`src/verilog/dbgcp_defs.svh`:
```
// Constants of the debug command port
`ifndef DBGCP_DEFS_SVH
`define DBGCP_DEFS_SVH
`define DBGCP_CMD_REV 8'h00
`define DBGCP_CMD_STAT 8'h02
`define DBGCP_CMD_RTC 8'h03
`define DBGCP_CMD_WCTL 8'h04
`define DBGCP_CMD_RCTL 8'h05
`define DBGCP_CMD_WPC 8'h06
`define DBGCP_CTL_HALT 7
`define DBGCP_CTL_BPEN 6
`define DBGCP_CTL_ACKEN 5
`define DBGCP_CTL_RST 0
`define DBGCP_CTL_WMASK 8'he1
`define DBGCP_CTL_RESET 8'h00
`define DBGCP_ACK_CHAR 8'hff
`define DBGCP_RTC_MAX 16'hffff
`define DBGCP_RTC_ZERO 16'h0000
`define DBGCP_REV_MAJOR 8'h01
`define DBGCP_REV_MINOR 8'h00
`endif

```
`src/verilog/dbgcp_pkg.sv`:
```
// Types of the debug command port
package dbgcp_pkg;
    typedef enum logic [2:0] {
        DBGCP_IDLE = 3'b000,
        DBGCP_SEND = 3'b001,
        DBGCP_WCTL = 3'b010,
        DBGCP_WPCH = 3'b011,
        DBGCP_WPCL = 3'b100
    } dbgcp_state_e;
endpackage : dbgcp_pkg

```
`src/verilog/dbgcp_runtime.sv`:
```
// Saturating runtime counter between breakpoints
`timescale 1ns/1ps
`default_nettype none
`include "dbgcp_defs.svh"
module dbgcp_runtime
    import dbgcp_pkg::*;
(
    input wire logic clk,
    input wire logic rst,
    input wire logic restart,
    input wire logic overwrite,
    input wire logic [15:0] overwrite_val,
    output logic [15:0] count
);
    logic [15:0] count_reg;
    logic [15:0] count_next;
    always_comb begin
        if (restart) begin
            count_next = `DBGCP_RTC_ZERO;
        end else if (overwrite) begin
            count_next = overwrite_val;
        end else if (count_reg != `DBGCP_RTC_MAX) begin
            count_next = count_reg + 16'h0001;
        end else begin
            count_next = count_reg;
        end
    end
    always_ff @(posedge clk or posedge rst) begin
        if (rst) begin
            count_reg <= `DBGCP_RTC_ZERO;
        end else begin
            count_reg <= count_next;
        end
    end
    assign count = count_reg;
    property p_rtc_hold;
        @(posedge clk) disable iff (rst)
        (count_reg == `DBGCP_RTC_MAX && !restart && !overwrite) |=> (count_reg == `DBGCP_RTC_MAX);
    endproperty
    a_rtc_hold: assert property (p_rtc_hold) else $error("runtime counter wrapped");
    property p_rtc_inc;
        @(posedge clk) disable iff (rst)
        (count_reg != `DBGCP_RTC_MAX && !restart && !overwrite) |=> (count_reg == $past(count_reg) + 16'h0001);
    endproperty
    a_rtc_inc: assert property (p_rtc_inc) else $error("runtime counter did not step");
    property p_rtc_restart;
        @(posedge clk) disable iff (rst)
        restart |=> (count_reg == `DBGCP_RTC_ZERO);
    endproperty
    a_rtc_restart: assert property (p_rtc_restart) else $error("runtime counter not restarted");
endmodule : dbgcp_runtime
`default_nettype wire

```
`src/verilog/dbgcp_top.sv`:
```
// Command handler of the on-chip debug unit
`timescale 1ns/1ps
`default_nettype none
`include "dbgcp_defs.svh"
module dbgcp_top
    import dbgcp_pkg::*;
(
    input wire logic CORE_CLK,
    input wire logic RST,
    input wire logic RX_VALID,
    input wire logic [7:0] RX_BYTE,
    input wire logic TX_READY,
    output logic TX_VALID,
    output logic [7:0] TX_BYTE,
    input wire logic [7:0] DEBUG_STATUS,
    input wire logic READ_PROTECT,
    input wire logic BREAKPOINT_DECODED,
    input wire logic RTC_OVERWRITE,
    input wire logic [15:0] RTC_OVERWRITE_VAL,
    input wire logic SYS_RESET_DONE,
    output logic CPU_HALT,
    output logic BREAKPOINT_AS_NOP,
    output logic SYS_RESET_REQ,
    output logic PC_LOAD,
    output logic [15:0] PC_VALUE
);
    ////////////////////////////////////////////////////////////////////////
    dbgcp_state_e state_reg, state_next;
    logic [7:0] ctl_reg, ctl_next;
    logic [7:0] tx_byte_reg, tx_byte_next;
    logic tx_valid_reg, tx_valid_next;
    logic [7:0] second_reg, second_next;
    logic more_reg, more_next;
    logic [7:0] pch_reg, pch_next;
    logic [15:0] pc_reg, pc_next;
    logic pc_load_reg, pc_load_next;
    logic ack_pend_reg, ack_pend_next;
    logic nop_reg, nop_next;
    logic bp_hit;
    logic [15:0] rtc;
    logic tx_free;
    logic [7:0] ctl_rd;

    // Breakpoint only counts when enabled; otherwise the opcode passes as nop
    assign bp_hit = BREAKPOINT_DECODED & ctl_reg[`DBGCP_CTL_BPEN];
    assign tx_free = !tx_valid_reg || TX_READY;
    assign ctl_rd = ctl_reg & `DBGCP_CTL_WMASK;

    dbgcp_runtime u_rtc (
        .clk(CORE_CLK),
        .rst(RST),
        .restart(bp_hit),
        .overwrite(RTC_OVERWRITE),
        .overwrite_val(RTC_OVERWRITE_VAL),
        .count(rtc)
    );

    ////////////////////////////////////////////////////////////////////////
    always_comb begin
        state_next = state_reg;
        ctl_next = ctl_reg;
        tx_byte_next = tx_byte_reg;
        tx_valid_next = tx_valid_reg && !TX_READY;
        second_next = second_reg;
        more_next = more_reg;
        pch_next = pch_reg;
        pc_next = pc_reg;
        pc_load_next = 1'b0;
        ack_pend_next = ack_pend_reg;
        if (SYS_RESET_DONE) begin
            ctl_next[`DBGCP_CTL_RST] = 1'b0;
        end
        if (bp_hit && ctl_reg[`DBGCP_CTL_ACKEN]) begin
            ack_pend_next = 1'b1;
        end
        unique case (state_reg)
            DBGCP_IDLE: begin
                if (ack_pend_reg && tx_free) begin
                    tx_byte_next = `DBGCP_ACK_CHAR;
                    tx_valid_next = 1'b1;
                    ack_pend_next = bp_hit && ctl_reg[`DBGCP_CTL_ACKEN];
                end else if (RX_VALID) begin
                    more_next = 1'b0;
                    unique case (RX_BYTE)
                        `DBGCP_CMD_REV: begin
                            tx_byte_next = `DBGCP_REV_MAJOR;
                            second_next = `DBGCP_REV_MINOR;
                            more_next = 1'b1;
                            state_next = DBGCP_SEND;
                        end
                        `DBGCP_CMD_STAT: begin
                            tx_byte_next = DEBUG_STATUS;
                            state_next = DBGCP_SEND;
                        end
                        `DBGCP_CMD_RTC: begin
                            tx_byte_next = rtc[15:8];
                            second_next = rtc[7:0];
                            more_next = 1'b1;
                            state_next = DBGCP_SEND;
                        end
                        `DBGCP_CMD_WCTL: state_next = DBGCP_WCTL;
                        `DBGCP_CMD_RCTL: begin
                            tx_byte_next = ctl_rd;
                            state_next = DBGCP_SEND;
                        end
                        `DBGCP_CMD_WPC: state_next = DBGCP_WPCH;
                        default: state_next = DBGCP_IDLE;
                    endcase
                end
            end
            DBGCP_SEND: begin
                if (!tx_valid_reg) begin
                    tx_valid_next = 1'b1;
                    if (!more_reg) begin
                        state_next = DBGCP_IDLE;
                    end
                end else if (TX_READY) begin
                    if (more_reg) begin
                        tx_byte_next = second_reg;
                        tx_valid_next = 1'b1;
                        more_next = 1'b0;
                    end
                    state_next = DBGCP_IDLE;
                end
            end
            DBGCP_WCTL: begin
                if (RX_VALID) begin
                    ctl_next = RX_BYTE & `DBGCP_CTL_WMASK;
                    if (READ_PROTECT && ctl_reg[`DBGCP_CTL_HALT]) begin
                        ctl_next[`DBGCP_CTL_HALT] = 1'b1;
                    end
                    state_next = DBGCP_IDLE;
                end
            end
            DBGCP_WPCH: begin
                if (RX_VALID) begin
                    pch_next = RX_BYTE;
                    state_next = DBGCP_WPCL;
                end
            end
            DBGCP_WPCL: begin
                if (RX_VALID) begin
                    if (ctl_reg[`DBGCP_CTL_HALT] && !READ_PROTECT) begin
                        pc_next = {pch_reg, RX_BYTE};
                        pc_load_next = 1'b1;
                    end
                    state_next = DBGCP_IDLE;
                end
            end
            default: state_next = DBGCP_IDLE;
        endcase
        if (bp_hit) begin
            ctl_next[`DBGCP_CTL_HALT] = 1'b1;
        end
        nop_next = !ctl_next[`DBGCP_CTL_BPEN];
    end

    always_ff @(posedge CORE_CLK or posedge RST) begin
        if (RST) begin
            state_reg <= DBGCP_IDLE;
            ctl_reg <= `DBGCP_CTL_RESET;
            tx_byte_reg <= 8'h00;
            tx_valid_reg <= 1'b0;
            second_reg <= 8'h00;
            more_reg <= 1'b0;
            pch_reg <= 8'h00;
            pc_reg <= 16'h0000;
            pc_load_reg <= 1'b0;
            ack_pend_reg <= 1'b0;
            nop_reg <= 1'b1;
        end else begin
            state_reg <= state_next;
            ctl_reg <= ctl_next;
            tx_byte_reg <= tx_byte_next;
            tx_valid_reg <= tx_valid_next;
            second_reg <= second_next;
            more_reg <= more_next;
            pch_reg <= pch_next;
            pc_reg <= pc_next;
            pc_load_reg <= pc_load_next;
            ack_pend_reg <= ack_pend_next;
            nop_reg <= nop_next;
        end
    end

    ////////////////////////////////////////////////////////////////////////
    assign TX_VALID = tx_valid_reg;
    assign TX_BYTE = tx_byte_reg;
    assign CPU_HALT = ctl_reg[`DBGCP_CTL_HALT];
    assign BREAKPOINT_AS_NOP = nop_reg;
    assign SYS_RESET_REQ = ctl_reg[`DBGCP_CTL_RST];
    assign PC_LOAD = pc_load_reg;
    assign PC_VALUE = pc_reg;

    ////////////////////////////////////////////////////////////////////////
    property p_bp_halt;
        @(posedge CORE_CLK) disable iff (RST)
        (BREAKPOINT_DECODED && ctl_reg[`DBGCP_CTL_BPEN]) |=> CPU_HALT;
    endproperty
    a_bp_halt: assert property (p_bp_halt) else $error("breakpoint did not halt");
    property p_prot_halt;
        @(posedge CORE_CLK) disable iff (RST)
        (READ_PROTECT && $past(READ_PROTECT) && $past(CPU_HALT)) |-> CPU_HALT;
    endproperty
    a_prot_halt: assert property (p_prot_halt) else $error("protected halt cleared");
    property p_resv_zero;
        @(posedge CORE_CLK) disable iff (RST)
        ctl_reg[4:1] == 4'h0;
    endproperty
    a_resv_zero: assert property (p_resv_zero) else $error("reserved bits set");
    property p_pc_gate;
        @(posedge CORE_CLK) disable iff (RST)
        PC_LOAD |-> ($past(CPU_HALT) && !$past(READ_PROTECT));
    endproperty
    a_pc_gate: assert property (p_pc_gate) else $error("pc loaded when not allowed");
    property p_wctl;
        @(posedge CORE_CLK) disable iff (RST)
        (state_reg == DBGCP_WCTL && RX_VALID && !READ_PROTECT && !BREAKPOINT_DECODED
            && !SYS_RESET_DONE)
            |=> (ctl_reg == ($past(RX_BYTE) & `DBGCP_CTL_WMASK));
    endproperty
    a_wctl: assert property (p_wctl) else $error("control write lost");
    property p_stat;
        @(posedge CORE_CLK) disable iff (RST)
        (state_reg == DBGCP_IDLE && !ack_pend_reg && RX_VALID && RX_BYTE == `DBGCP_CMD_STAT)
            |=> (tx_byte_reg == $past(DEBUG_STATUS));
    endproperty
    a_stat: assert property (p_stat) else $error("status byte wrong");
    property p_rst_clear;
        @(posedge CORE_CLK) disable iff (RST)
        (SYS_RESET_DONE && !(state_reg == DBGCP_WCTL && RX_VALID)) |=> !SYS_RESET_REQ;
    endproperty
    a_rst_clear: assert property (p_rst_clear) else $error("reset bit stuck");
    property p_ack;
        @(posedge CORE_CLK) disable iff (RST)
        (bp_hit && ctl_reg[`DBGCP_CTL_ACKEN]) |=> ack_pend_reg;
    endproperty
    a_ack: assert property (p_ack) else $error("acknowledge not queued");
    property p_pair;
        @(posedge CORE_CLK) disable iff (RST)
        (state_reg == DBGCP_SEND && more_reg && tx_valid_reg && TX_READY)
            |=> (TX_VALID && TX_BYTE == $past(second_reg));
    endproperty
    a_pair: assert property (p_pair) else $error("second byte not sent");
    c_rev: cover property (@(posedge CORE_CLK) RX_VALID && RX_BYTE == `DBGCP_CMD_REV);
    c_pc: cover property (@(posedge CORE_CLK) PC_LOAD);
    c_bp: cover property (@(posedge CORE_CLK) bp_hit);
endmodule : dbgcp_top
`default_nettype wire
```
`config.mk`:
```
export PLATFORM = sky130hd
export DESIGN_NAME = dbgcp_top
export DESIGN_NICKNAME = d
export VERILOG_FILES = /design/src/verilog/dbgcp_pkg.sv /design/src/verilog/dbgcp_runtime.sv /design/src/verilog/dbgcp_top.sv
export VERILOG_INCLUDE_DIRS = /design/src /design/src/verilog
export SDC_FILE = /design/constraint.sdc
export NUM_CORES = 1
export LEC_CHECK = 0
export BUFFER_PORTS_ARGS = -buffer_cell sky130_fd_sc_hd__buf_2
export CORE_AREA = 2 2 96 98
export DETAILED_ROUTE_END_ITERATION = 7
export DIE_AREA = 0 0 98 100
export SETUP_SLACK_MARGIN = 0.02
export SLEW_MARGIN = 20
export SYNTH_ARGS = -nofsm -noshare
export SYNTH_HDL_FRONTEND = slang
export SYNTH_SLANG_ARGS = --single-unit
```
`constraint.sdc`:
```
create_clock -name CORE_CLK -period 5 [get_ports CORE_CLK]
set_input_delay 0.25 -clock CORE_CLK [delete_from_list [all_inputs] [get_ports CORE_CLK]]
set_output_delay 0.25 -clock CORE_CLK [all_outputs]
set_load 0.01 [all_outputs]
```
==> results of run 1 <==
[worst paths after layout]
kind / depth (start not counted) / slack (ns) / to / startpoint
worst max register to register: 5 / 2.48 / u_rtc.count[0] / u_rtc.count[0]
worst min register to register: 2 / 0.46 / PC_VALUE[12] / pch_reg[4]
worst max-delay path: 5 / 2.48 / u_rtc.count[0] / u_rtc.count[0]
worst min-delay path: 3 / 0.13 / PC_VALUE[3] / RST
max in group asynchronous: 3 / 4.28 / second_reg[2] / RST
min in group CORE_CLK: 3 / 0.13 / PC_VALUE[4] / RX_BYTE[4]
[report_power, final]
group | internal, W | switching (W) | total (W) | leakage (nW)
sequential | 0.000600 | 0.0000503 | 0.000650 | 0.896
clock | 0.000335 | 0.000228 | 0.000563 | 0.120
combinational | 0.0000901 | 0.000113 | 0.000203 | 0.977
total | 0.00102 | 0.000392 | 0.00142 | 1.99
[worst max-delay path: stages, from the launching register on]
cell and delay [ns]:
dfrtp_1 0.46, ha_1 0.33, nand2_1 0.11, nor4_1 0.35
nand4_1 0.66, a32o_1 0.50
[layout make-up]
type	count	area, um2
fillers	876	4830
multi-input cells	258	1550
repair buffers	69	348
inverters	18	67.6
clock buffers	9	124
flip-flops and latches	68	1700
clock inverters	7	124
well taps	111	139
[metrics by stage]
| stage | total power, W | instances | util (%) | hold slack, ns |
|---|---|---|---|---|
| after floorplan | 0.000779 | 359 | - | 0.327 |
| after global placement | 0.000861 | 524 | 42.9 | 0.445 |
| after detailed placement | 0.000864 | 524 | 42.9 | 0.454 |
| after CTS | 0.00142 | 540 | 45.7 | 0.130 |
| after global routing | 0.00148 | 540 | 45.7 | 0.155 |
| final | 0.00142 | 540 | 45.7 | 0.130 |
[routing by layer]
metal | vias up | wire length (um)
met5 | - | 0
met4 | 0 | 143
met3 | 14 | 452
met2 | 105 | 3870
met1 | 1349 | 4250
li1 | 1395 | -
[cell families after synthesis]
logic type,Yosys count,share of synthesized area (%)
simple gates,143,20.0
flops,68,50.3
compound gates,75,14.1
fa+ha+maj,1,0.369
buf+inv,33,3.88
xor+xnor,15,3.88
mux,24,7.53
[cell usage in the layout, fill, tap and decap left out, types with 2 or more instances in the layout]
master     Yosys  routed
nand3_1       13      13
nor3_1         8       8
dfrtp_1       67      67
buf_2          1      68
bufinv_16      0       3
a22o_1         8       8
xnor2_1        9       9
mux2i_1       12      12
nor3_2         2       2
nand4_1        6       6
or4_1          3       3
o311ai_0       2       2
nor2_1        17      17
o21ai_0       27      27
clkinv_4       0       2
or2_2          3       3
and3_1         3       3
inv_2          1       2
nor2b_1        4       4
o21ai_1        2       2
inv_1         17      16
o2bb2ai_1      2       2
xor2_1         6       6
o31ai_1        5       5
nand2b_1       4       4
nand2_1       70      70
mux2_2        12      12
a31oi_1        2       2
a21oi_1       12      12
o22ai_1        7       7
clkbuf_8       0       9
nor4_1         2       2
==> summary.md, run 1 <==
| Metric | Value |
|---|---|
| Port Buffer Count | `68` |
| Worst Skew | `0.00979 ns` |
| Layout cell share with drive strength beyond 1 | `~25%` |
| Initial antenna violation count | `0` |
| Die area | `9800 um2` |
| Area leader, netlist | `dfrtp_1` |
| DR DRC count | `0` |
| Area of placed instances | `3810 um2` |
| Max Cap Violations | `0` |
| Synth Net Count | `400` |
| Diode count | `0` |
| Initial Utilization | `38.1%` |
| Crit. End Element | `register` |
| Yosys Warn Count | `0` |
| Count of final setup violators | `0` |
| Arrival @ worst endpoint | `2.76 ns` |
| Initial DRC count | `183` |
| Row count | `35` |
| ANT nets after route | `0` |
| Post-synthesis cell area | `3390 um2` |
| Vias | `2,863` |
| Die Ht | `approximately 100 um` |
| Slew @ Worst Pin | `0.870 ns` |
| Hold Path Class | `in2async` |
| Max VDD drop | `about 0.14 mV` |
| Max frequency | `397 MHz` |
| Crit path max fanout | `19` |
| RSZ-0062 raised after global routing | `no` |
| Worst setup SP type | `register` |
| Vias in the first global route | `2,704` |
| Pre-antenna DRT Iters | `5` |
| GRT Max-Usage Layer | `met2` |
| Yosys reg bits | `just under 70` |
| TNS Setup | `0 ns` |
| Unique masters post-synth | `50` |
| Core Box Area | `8890 um2` |
| Place WS | `2.51 ns` |
| Leak Pwr | `1.99 nW` |
| Slew Limit Headroom | `42.0%` |
| Ports | `69` |
| Post-route cell area | `about 4000 um2` |
| GR Util met1 | `26.7%` |
| Final worst slack | `around 2.5 ns` |
| Dominant cells by area after synthesis | `dfrtp_1 49%, nand2_1 7.8%, o21ai_0 4.0%, mux2_2 4.0%, mux2i_1 3.5%` |
| CTS Root Cell | `clkbuf_8` |
| Avg Inst Size Synth | `9.44 um2` |
| Via density | `5.30` |
| Reg clk slew, reported paths | `0.08 ns` |
| Post-synth EDFFs | `0` |
| Area growth syn-to-layout | `19.8%` |
| Hold buffer count at cts | `0` |
| Dpl hpwl | `6180 um` |
| Fin. max-slew vios | `0` |
| Period minus WS final | `roughly 2.5 ns` |
| First-pass GRT wire length | `14,200 um` |
| Die width | `98 um` |
| Post-synth ARST share | `between 90% and 100%` |
| Clock sinks | `68` |
| WL/cell | `16.1 um` |
| Total track usage | `~18%` |
| GRT met3 Usage | `2.72%` |
| Met2 Usage GRT | `between 20% and 30%` |
| # nets final | `between 400 and 500` |
| Clock Path Buffers | `2` |
| Largest net degree at the start of global routing | `69` |
| Clk Latency, worst-skew pair | `around 0.35 ns` |
| Status | `finished clean` |
| Top cell type's share of synthesized area | `49.5%` |
| Main synth FF type | `dfrtp_1` |
| Post CTS Setup Buffer Count | `0` |
| Kind of critical path | `reg2reg` |
| Worst path required time | `between 5 and 6 ns` |
| Routed WL | `8710 um` |
| Num CTS Buffers | `9` |
| PwrDens | `between 300 and 400 nW/um2` |
| Overflow after GRT | `0` |
| Tcrit/Tclk final | `50.4%` |
| Mapped Cells | `359` |
| CTS tree | `built` |
| CTS H-tree depth | `3` |
| Count leader, synth | `nand2_1` |
| Final RePlAce weighted congestion | `just under 0.9` |
| Post-CTS Resized | `0` |
| Seq/Total Area, Yosys | `50.3%` |
| Final hold viol count | `0` |
| Synth cell count leaders | `70 x nand2_1, 67 x dfrtp_1, 27 x o21ai_0` |
No activity file was read; power rests on OpenSTA's default activity.
==> run 2, diff against run 1 <==
==> constraint.sdc (replaced) <==
create_clock -name CORE_CLK -period 2.4 [get_ports CORE_CLK]
set_input_delay 0.12 -clock CORE_CLK [delete_from_list [all_inputs] [get_ports CORE_CLK]]
set_output_delay 0.12 -clock CORE_CLK [all_outputs]
set_load 0.01 [all_outputs]
==> run 2 against run 1 <==
Worst hold slack worse by 0.11 ns. Routed wire length decreased by 4.2%. Cell area fell by 0.34%. Clock-buffer cell count rose by 2. Global-route usage shrank 0.92 points. Worst setup slack worse by 2.3 ns. Sequential share of layout area rose by 0.14 points. Non-clock buffer count up 6. Clock power grew 56%. Critical path type unchanged.
==> summary.md, run 2 (synthesis gave the netlist of run 1 again) <==
| Metric | Value |
|---|---|
| Status | `finished clean (unchanged)` |
| Fin. max-slew vios | `0 (unchanged)` |
| DR DRC count | `0 (unchanged)` |
| Critical-path top delay cell | `or4_1 (was nand4_1)` |
| Reg clk slew, reported paths | `0.08 ns (about the same)` |
| Placed cell count | `529 (was 524)` |
| Final hold viol count | `0 (unchanged)` |
| # nets final | `471 (was 465)` |
| CP Cell Sequence | `nand2b_1, a31oi_1, nor2_1, or4_1, a22o_1 (was ha_1, nand2_1, nor4_1, nand4_1, a32o_1)` |
| Kind of critical path | `reg2reg (unchanged)` |
| First-pass GRT wire length | `13,600 um (was 14,200 um)` |
| Initial antenna violation count | `0 (unchanged)` |
| Crit. End Element | `register (unchanged)` |
| Area growth syn-to-layout | `19.4% (was 19.8%)` |
| Tcrit/Tclk final | `91.8% (was 50.4%)` |
| Post-CTS Resized | `0 (unchanged)` |
| Layout cell share with drive strength beyond 1 | `26.2% (was 25.4%)` |
| Max VDD drop | `0.333 mV (was 0.145 mV)` |
| CTS Root Cell | `clkbuf_8 (unchanged)` |
| Leak Pwr | `2.00 nW (was 1.99 nW)` |
| Total track usage | `17.4% (was 18.3%)` |
| Vias in the first global route | `2,691 (was 2,704)` |
| Most frequent cells in the layout | `70 x nand2_1, 68 x buf_2, 67 x dfrtp_1 (unchanged)` |
| Largest net degree at the start of global routing | `28 (was 69)` |
| Ports | `69 (unchanged)` |
| Diode count | `0 (unchanged)` |
| RSZ-0062 raised after global routing | `no (unchanged)` |
| Worst setup SP type | `register (unchanged)` |
| CTS H-tree depth | `3 (unchanged)` |
| TNS Setup | `0 ns (unchanged)` |
| Core Box Area | `8890 um2 (unchanged)` |
| Slowest stage delay, CP | `0.71 ns (was 0.66 ns)` |
| Vias | `2,840 (was 2,863)` |
| Overflow after GRT | `0 (unchanged)` |
| PwrDens | `658 nW/um2 (was 349 nW/um2)` |
| Max Cap Violations | `0 (unchanged)` |
| Clk Latency, worst-skew pair | `0.33 ns (was 0.35 ns)` |
| Count of final setup violators | `0 (unchanged)` |
| Die Ht | `100 um (unchanged)` |
| Final RePlAce weighted congestion | `0.881 (was 0.880)` |
| Pre-antenna DRT Iters | `4 (was 5)` |
| Arrival @ worst endpoint | `2.42 ns (was 2.76 ns)` |
| Final Instance Count excl. Fillers | `546 (was 540)` |
| Worst Hold Path Cells | `3` |
| Num CTS Buffers | `9 (unchanged)` |
| Dpl hpwl | `6170 um (was 6180 um)` |
| Die width | `98 um (unchanged)` |
| Row count | `35 (unchanged)` |
| CTS tree | `built (unchanged)` |
| Clock sinks | `68 (unchanged)` |
| Port Buffer Count | `68 (unchanged)` |
| WL/cell | `15.3 um (was 16.1 um)` |
| Reg2reg path depth | `5 (unchanged)` |
| Slew @ Worst Pin | `0.561 ns (was 0.870 ns)` |
| Via density | `5.20 (was 5.30)` |
| Most common cell after layout, fill and taps aside | `nand2_1 (unchanged)` |
| Max frequency | `454 MHz (was 397 MHz)` |
| Crit path max fanout | `13 (was 19)` |
| Slew Limit Headroom | `62.6% (was 42.0%)` |
| Initial Utilization | `38.1% (unchanged)` |
| Hold Path Class | `in2reg (was in2async)` |
| Clock Path Buffers | `2 (unchanged)` |
| Routed WL | `8340 um (was 8710 um)` |
| ANT nets after route | `0 (unchanged)` |
| Die area | `9800 um2 (unchanged)` |
| Period minus WS final | `2.20 ns (was 2.52 ns)` |
| Initial DRC count | `151 (was 183)` |
| Worst Skew | `0.00686 ns (was 0.00979 ns)` |
| Worst path required time | `2.62 ns (was 5.24 ns)` |
[run 2: changes by cell type in the layout (fill, tap and decap cells not counted)]
cell,previous run,this run
bufinv_16,3,0
buf_4,1,6
clkbuf_8,9,11
dlygate4sd3_1,0,1
clkinv_2,0,2
clkinv_4,2,1
[run 2: worst max-delay path: cells and delay by family, from the launching register on]
family | cells | cell delay, ns
compound gates | 2 | 0.52
simple gates | 3 | 1.07
flops | 1 | 0.50
[run 2: layout make-up]
type	instances	area, um2
clock inverters	5	35.0
well taps	111	139
inverters	18	67.6
multi-input cells	258	1550
repair buffers	75	395
fillers	889	4840
flip-flops and latches	68	1700
clock buffers	11	151
[run 2: what timing repair did]
action,CTS,global route
hold endpoints to repair,25,0
hold buffers,1,0
setup endpoints to repair,0,0
setup buffers,0,0
[run 2: power by group]
part	switching, W	leakage, nW	internal [W]	total, W
clock	0.000447	0.0957	0.000433	0.000880
combinational	0.000230	1.00	0.000194	0.000424
sequential	0.000107	0.896	0.00125	0.00136
total	0.000783	2.00	0.00188	0.00266
[run 2: per-stage QoR]
step | hold slack, ns | util, % | setup WS (ns) | total power [W] | area, um2
detailed placement | 0.210 | 43.3 | 0.253 | 0.00180 | 3850
finish | 0.0189 | 45.5 | 0.196 | 0.00266 | 4050
CTS | 0.0125 | 45.5 | 0.206 | 0.00269 | 4050
global placement | 0.197 | 43.3 | 0.281 | 0.00180 | 3850
global route | 0.0170 | 45.5 | 0.0273 | 0.00282 | 4050
floorplan | 0.197 | - | 0.545 | 0.00162 | 3390
[run 2: final timing paths]
kind                              start                end  slack, ns
hold reg to reg              pch_reg[5]       PC_VALUE[13]       0.46
max in group asynchronous           RST  BREAKPOINT_AS_NOP       1.25
setup / recovery           state_reg[0]      second_reg[2]       0.20
setup reg to reg           state_reg[0]      second_reg[2]       0.20
hold / removal               RX_BYTE[4]        PC_VALUE[4]       0.02
min in group asynchronous           RST            PC_LOAD       0.38
[run 2: metal layers]
layer | part of all wire (%) | up-vias | routed length [um] | track usage [%]
li1 | - | 1404 | - | -
met1 | 51 | 1365 | 4260 | 26.2
met2 | 44 | 62 | 3700 | 25.8
met3 | 3.8 | 9 | 314 | 3.27
met4 | 0.81 | 0 | 68 | 4.49
met5 | 0 | - | 0 | 0
==> run 3, diff against run 2 <==
--- a/config.mk
+++ b/config.mk
@@ -7,11 +7,12 @@
 export NUM_CORES = 1
 export LEC_CHECK = 0
 export BUFFER_PORTS_ARGS = -buffer_cell sky130_fd_sc_hd__buf_2
-export CORE_AREA = 2 2 96 98
+export CORE_AREA = 2 2 97 99
 export DETAILED_ROUTE_END_ITERATION = 7
-export DIE_AREA = 0 0 98 100
+export DIE_AREA = 0 0 99 101
 export SETUP_SLACK_MARGIN = 0.02
 export SLEW_MARGIN = 20
 export SYNTH_ARGS = -nofsm -noshare
 export SYNTH_HDL_FRONTEND = slang
+export SYNTH_HIERARCHICAL = 1
 export SYNTH_SLANG_ARGS = --single-unit
==> run 3 against run 2 <==
Sequential share of layout area decreased by 1.1 points. Critical endpoint is now u_rtc/count[1]. Fmax increased by 18%. Via count decreased by 4.8%. Largest cell class unchanged. Register-to-register slack improved by 0.33 ns. Synthesized cell count decreased by 5.0%. Sequential power decreased by 4%.
==> summary.md, run 3 <==
| Metric | Value |
|---|---|
| Status | `finished clean (unchanged)` |
| Max VDD drop | `0.292 mV (was 0.333 mV)` |
| Num CTS Buffers | `9 (unchanged)` |
| Die width | `99 um (was 98 um)` |
| Initial DRC count | `157 (was 151)` |
| Worst Skew | `0.0141 ns (was 0.00686 ns)` |
| Initial Utilization | `39.2% (was 38.1%)` |
| RR Endpoint | `u_rtc/count[1] (was second_reg[2])` |
| Reg power frac | `50.2% (was 51.0%)` |
| Post-synthesis cell area | `3520 um2 (was 3390 um2)` |
| Hold Path Class | `in2reg (unchanged)` |
| Clk Latency, worst-skew pair | `0.36 ns (was 0.33 ns)` |
| Pint | `0.00187 W (was 0.00188 W)` |
| Post-synth EDFFs | `0 (unchanged)` |
| Row count | `35 (unchanged)` |
| Worst setup SP type | `register (unchanged)` |
| Crit. End Element | `register (unchanged)` |
| Layout cell share with drive strength beyond 1 | `28.7% (was 26.2%)` |
| Pre-antenna DRT Iters | `4 (unchanged)` |
| Mapped Cells | `341 (was 359)` |
| Crit path max fanout | `16 (was 13)` |
| GRT Max-Usage Layer | `met2 (was met1)` |
| Avg Inst Size Synth | `10.3 um2 (was 9.44 um2)` |
| CTS Root Cell | `clkbuf_8 (unchanged)` |
| GRT met3 Usage | `5.20% (was 3.27%)` |
| First-pass GRT wire length | `13,300 um (was 13,600 um)` |
| Final hold viol count | `0 (unchanged)` |
| Tcrit/Tclk final | `77.9% (was 91.8%)` |
| Most common cell after layout, fill and taps aside | `buf_2 (was nand2_1)` |
| Final Instance Count excl. Fillers | `525 (was 546)` |
| Switching share of power | `27.8% (was 29.4%)` |
| Via density | `5.15 (was 5.20)` |
| Count leader, synth | `dfrtp_1 (was nand2_1)` |
| Routed WL | `8210 um (was 8340 um)` |
| Yosys Warn Count | `6 (was 0)` |
| Main synth FF type | `dfrtp_1 (unchanged)` |
| CTS tree | `built (unchanged)` |
| Ports | `69 (unchanged)` |
| DR DRC count | `0 (unchanged)` |
| Placed cell count | `508 (was 529)` |
| Die area | `10000 um2 (was 9800 um2)` |
| Top cell type's share of synthesized area | `47.7% (was 49.5%)` |
| Area growth syn-to-layout | `18.1% (was 19.4%)` |
| Slew @ Worst Pin | `0.623 ns (was 0.561 ns)` |
| Leak Pwr | `2.01 nW (was 2.00 nW)` |
| TNS Setup | `0 ns (unchanged)` |
| Initial antenna violation count | `0 (unchanged)` |
| Slowest stage delay, CP | `0.43 ns (was 0.71 ns)` |
| Arrival @ worst endpoint | `2.10 ns (was 2.42 ns)` |
| Most frequent cells in the layout | `68 x buf_2, 67 x dfrtp_1, 39 x nand2_1 (was 70 x nand2_1, 68 x buf_2, 67 x dfrtp_1)` |
| CP Buf/Inv Count | `0 (unchanged)` |
| Final RePlAce weighted congestion | `0.895 (was 0.881)` |
| Crit path depth | `5 (unchanged)` |
| Reg2reg path depth | `5 (unchanged)` |
| Largest net degree at the start of global routing | `27 (was 28)` |
| Max Cap Violations | `0 (unchanged)` |
| Slew Limit Headroom | `58.4% (was 62.6%)` |
| # nets final | `450 (was 471)` |
| Max frequency | `535 MHz (was 454 MHz)` |
| Vias in the first global route | `2,585 (was 2,691)` |
| Worst path required time | `2.63 ns (was 2.62 ns)` |
| Vias | `2,705 (was 2,840)` |
| Count of final setup violators | `0 (unchanged)` |
| Reg clk slew, reported paths | `0.07 ns (was 0.08 ns)` |
| CP Cell Sequence | `ha_1, and3_1, and2_4, nand4_4, mux2_4 (was nand2b_1, a31oi_1, nor2_1, or4_1, a22o_1)` |
| Seq/Total Area, Yosys | `48.4% (was 50.3%)` |
| Critical-path top delay cell | `dfrtp_1 (was or4_1)` |
| Switch Pwr | `0.000720 W (was 0.000783 W)` |
| Post-CTS Resized | `0 (unchanged)` |
| R2r startpoint | `u_rtc/count[0] (was state_reg[0])` |
| Dominant cells by area after synthesis | `dfrtp_1 48%, mux2i_1 5.1%, mux2_2 4.8%, nand2_1 4.2%, o21ai_0 4.0% (was dfrtp_1 49%, nand2_1 7.8%, o21ai_0 4.0%, mux2_2 4.0%, mux2i_1 3.5%)` |
| Clock share of power | `35.8% (was 33.1%)` |
| WL/cell | `15.6 um (was 15.3 um)` |
| Diode count | `0 (unchanged)` |
| Post-synth ARST share | `100% (unchanged)` |
| Proportion of power drawn by combinational gates | `14.0% (was 15.9%)` |
| Port Buffer Count | `68 (unchanged)` |
| Area leader, netlist | `dfrtp_1 (unchanged)` |
| CP endpoint | `u_rtc/count[1] (was second_reg[2])` |
| Synth Net Count | `382 (was 400)` |
| Kind of critical path | `reg2reg (unchanged)` |
| Clock sinks | `68 (unchanged)` |
| Core Box Area | `8980 um2 (was 8890 um2)` |
| Synth cell count leaders | `67 x dfrtp_1, 39 x nand2_1, 28 x o21ai_0 (was 70 x nand2_1, 67 x dfrtp_1, 27 x o21ai_0)` |
| PwrDens | `623 nW/um2 (was 658 nW/um2)` |
| Dpl hpwl | `6160 um (was 6170 um)` |
| Fin. max-slew vios | `0 (unchanged)` |
| Unique masters post-synth | `51 (was 50)` |
| Die Ht | `101 um (was 100 um)` |
| Period minus WS final | `1.87 ns (was 2.20 ns)` |
| Worst Setup SP | `u_rtc/count[0] (was state_reg[0])` |
| CTS H-tree depth | `3 (unchanged)` |
| GR Util met1 | `23.4% (was 26.2%)` |
| Met2 Usage GRT | `26.7% (was 25.8%)` |
| Hold slack | `0.0202 ns (was 0.0189 ns)` |
| Post CTS Setup Buffer Count | `0 (unchanged)` |
| Clock Path Buffers | `2 (unchanged)` |
| Overflow after GRT | `0 (unchanged)` |
| ANT nets after route | `0 (unchanged)` |
| Total track usage | `17.2% (was 17.4%)` |
| RSZ-0062 raised after global routing | `no (unchanged)` |
| Yosys reg bits | `68 (unchanged)` |
| CP delay by family, top | `simple AND/OR/NAND/NOR gates (unchanged)` |
| Setup slack, reg-to-reg | `0.53 ns (was 0.20 ns)` |
## run 3: logic make-up after synthesis
family | synth area share (%)
fa+ha+maj | 0.356
flops | 48.4
simple gates | 16.7
buf+inv | 4.38
compound gates | 12.3
xor+xnor | 3.74
mux | 14.1
## run 3: area by class of cell
cell class | instances | area (um2)
Clock buffer | 10 | 128
Inverter | 17 | 63.8
Clock inverter | 6 | 66.3
Sequential cell | 68 | 1700
Multi-Input combinational cell | 238 | 1660
Timing Repair Buffer | 75 | 395
Fill cell | 852 | 4820
Tap cell | 111 | 139
## run 3: power groups by stage
| stage | Clock (W) | Combinational [W] | Sequential [W] |
|---|---|---|---|
| 2_1_floorplan | 0 | 0.000224 | 0.00131 |
| 5_1_grt | 0.00101 | 0.000405 | 0.00131 |
| 4_1_cts | 0.000952 | 0.000367 | 0.00130 |
| 3_5_place_dp | 0 | 0.000362 | 0.00132 |
| 6_report | 0.000926 | 0.000361 | 0.00130 |
| 3_3_place_gp | 0 | 0.000360 | 0.00132 |
## run 3: worst min path at each step
stage,endpoint,startpoint,slack [ns],cells past startpoint
global placement,second_reg[6],RST,0.1,2
detailed placement,second_reg[5],RST,0.09,2
global route,PC_VALUE[4],RX_BYTE[4],0.004,2
floorplan,u_rtc/count[0],RST,0.03,1
CTS,PC_VALUE[4],RX_BYTE[4],0.009,2
finish,u_rtc/count[0],RTC_OVERWRITE_VAL[0],0.02,3
## run 3: repair_timing
action | 4_1_cts | 5_1_grt
hold endpoints to repair | 26 | 0
hold buffers | 1 | 0
endpoints found under the setup margin | 0 | 0
## run 3: routing by layer
layer | vias up | part of all wire (%)
met1 | 1310 | 48
li1 | 1334 | -
met2 | 52 | 47
met3 | 9 | 4.0
met5 | - | 0
met4 | 0 | 1.3
## run 3: worst reg2reg max path: cells and delay by family (launching register included)
family	cells	cell delay (ns)
fa+ha+maj	1	0.21
flops	1	0.43
mux	1	0.38
simple gates	3	0.73
## run 3: metrics by stage
step / power, W / setup WS [ns] / cell area [um2] / utilization [%]
floorplan: 0.00154 / 0.769 / 3520 / -
global placement: 0.00168 / 0.593 / 3950 / 44.0
detailed placement: 0.00168 / 0.541 / 3950 / 44.0
CTS: 0.00262 / 0.513 / 4150 / 46.3
global route: 0.00273 / 0.387 / 4150 / 46.3
finish: 0.00259 / 0.530 / 4150 / 46.3
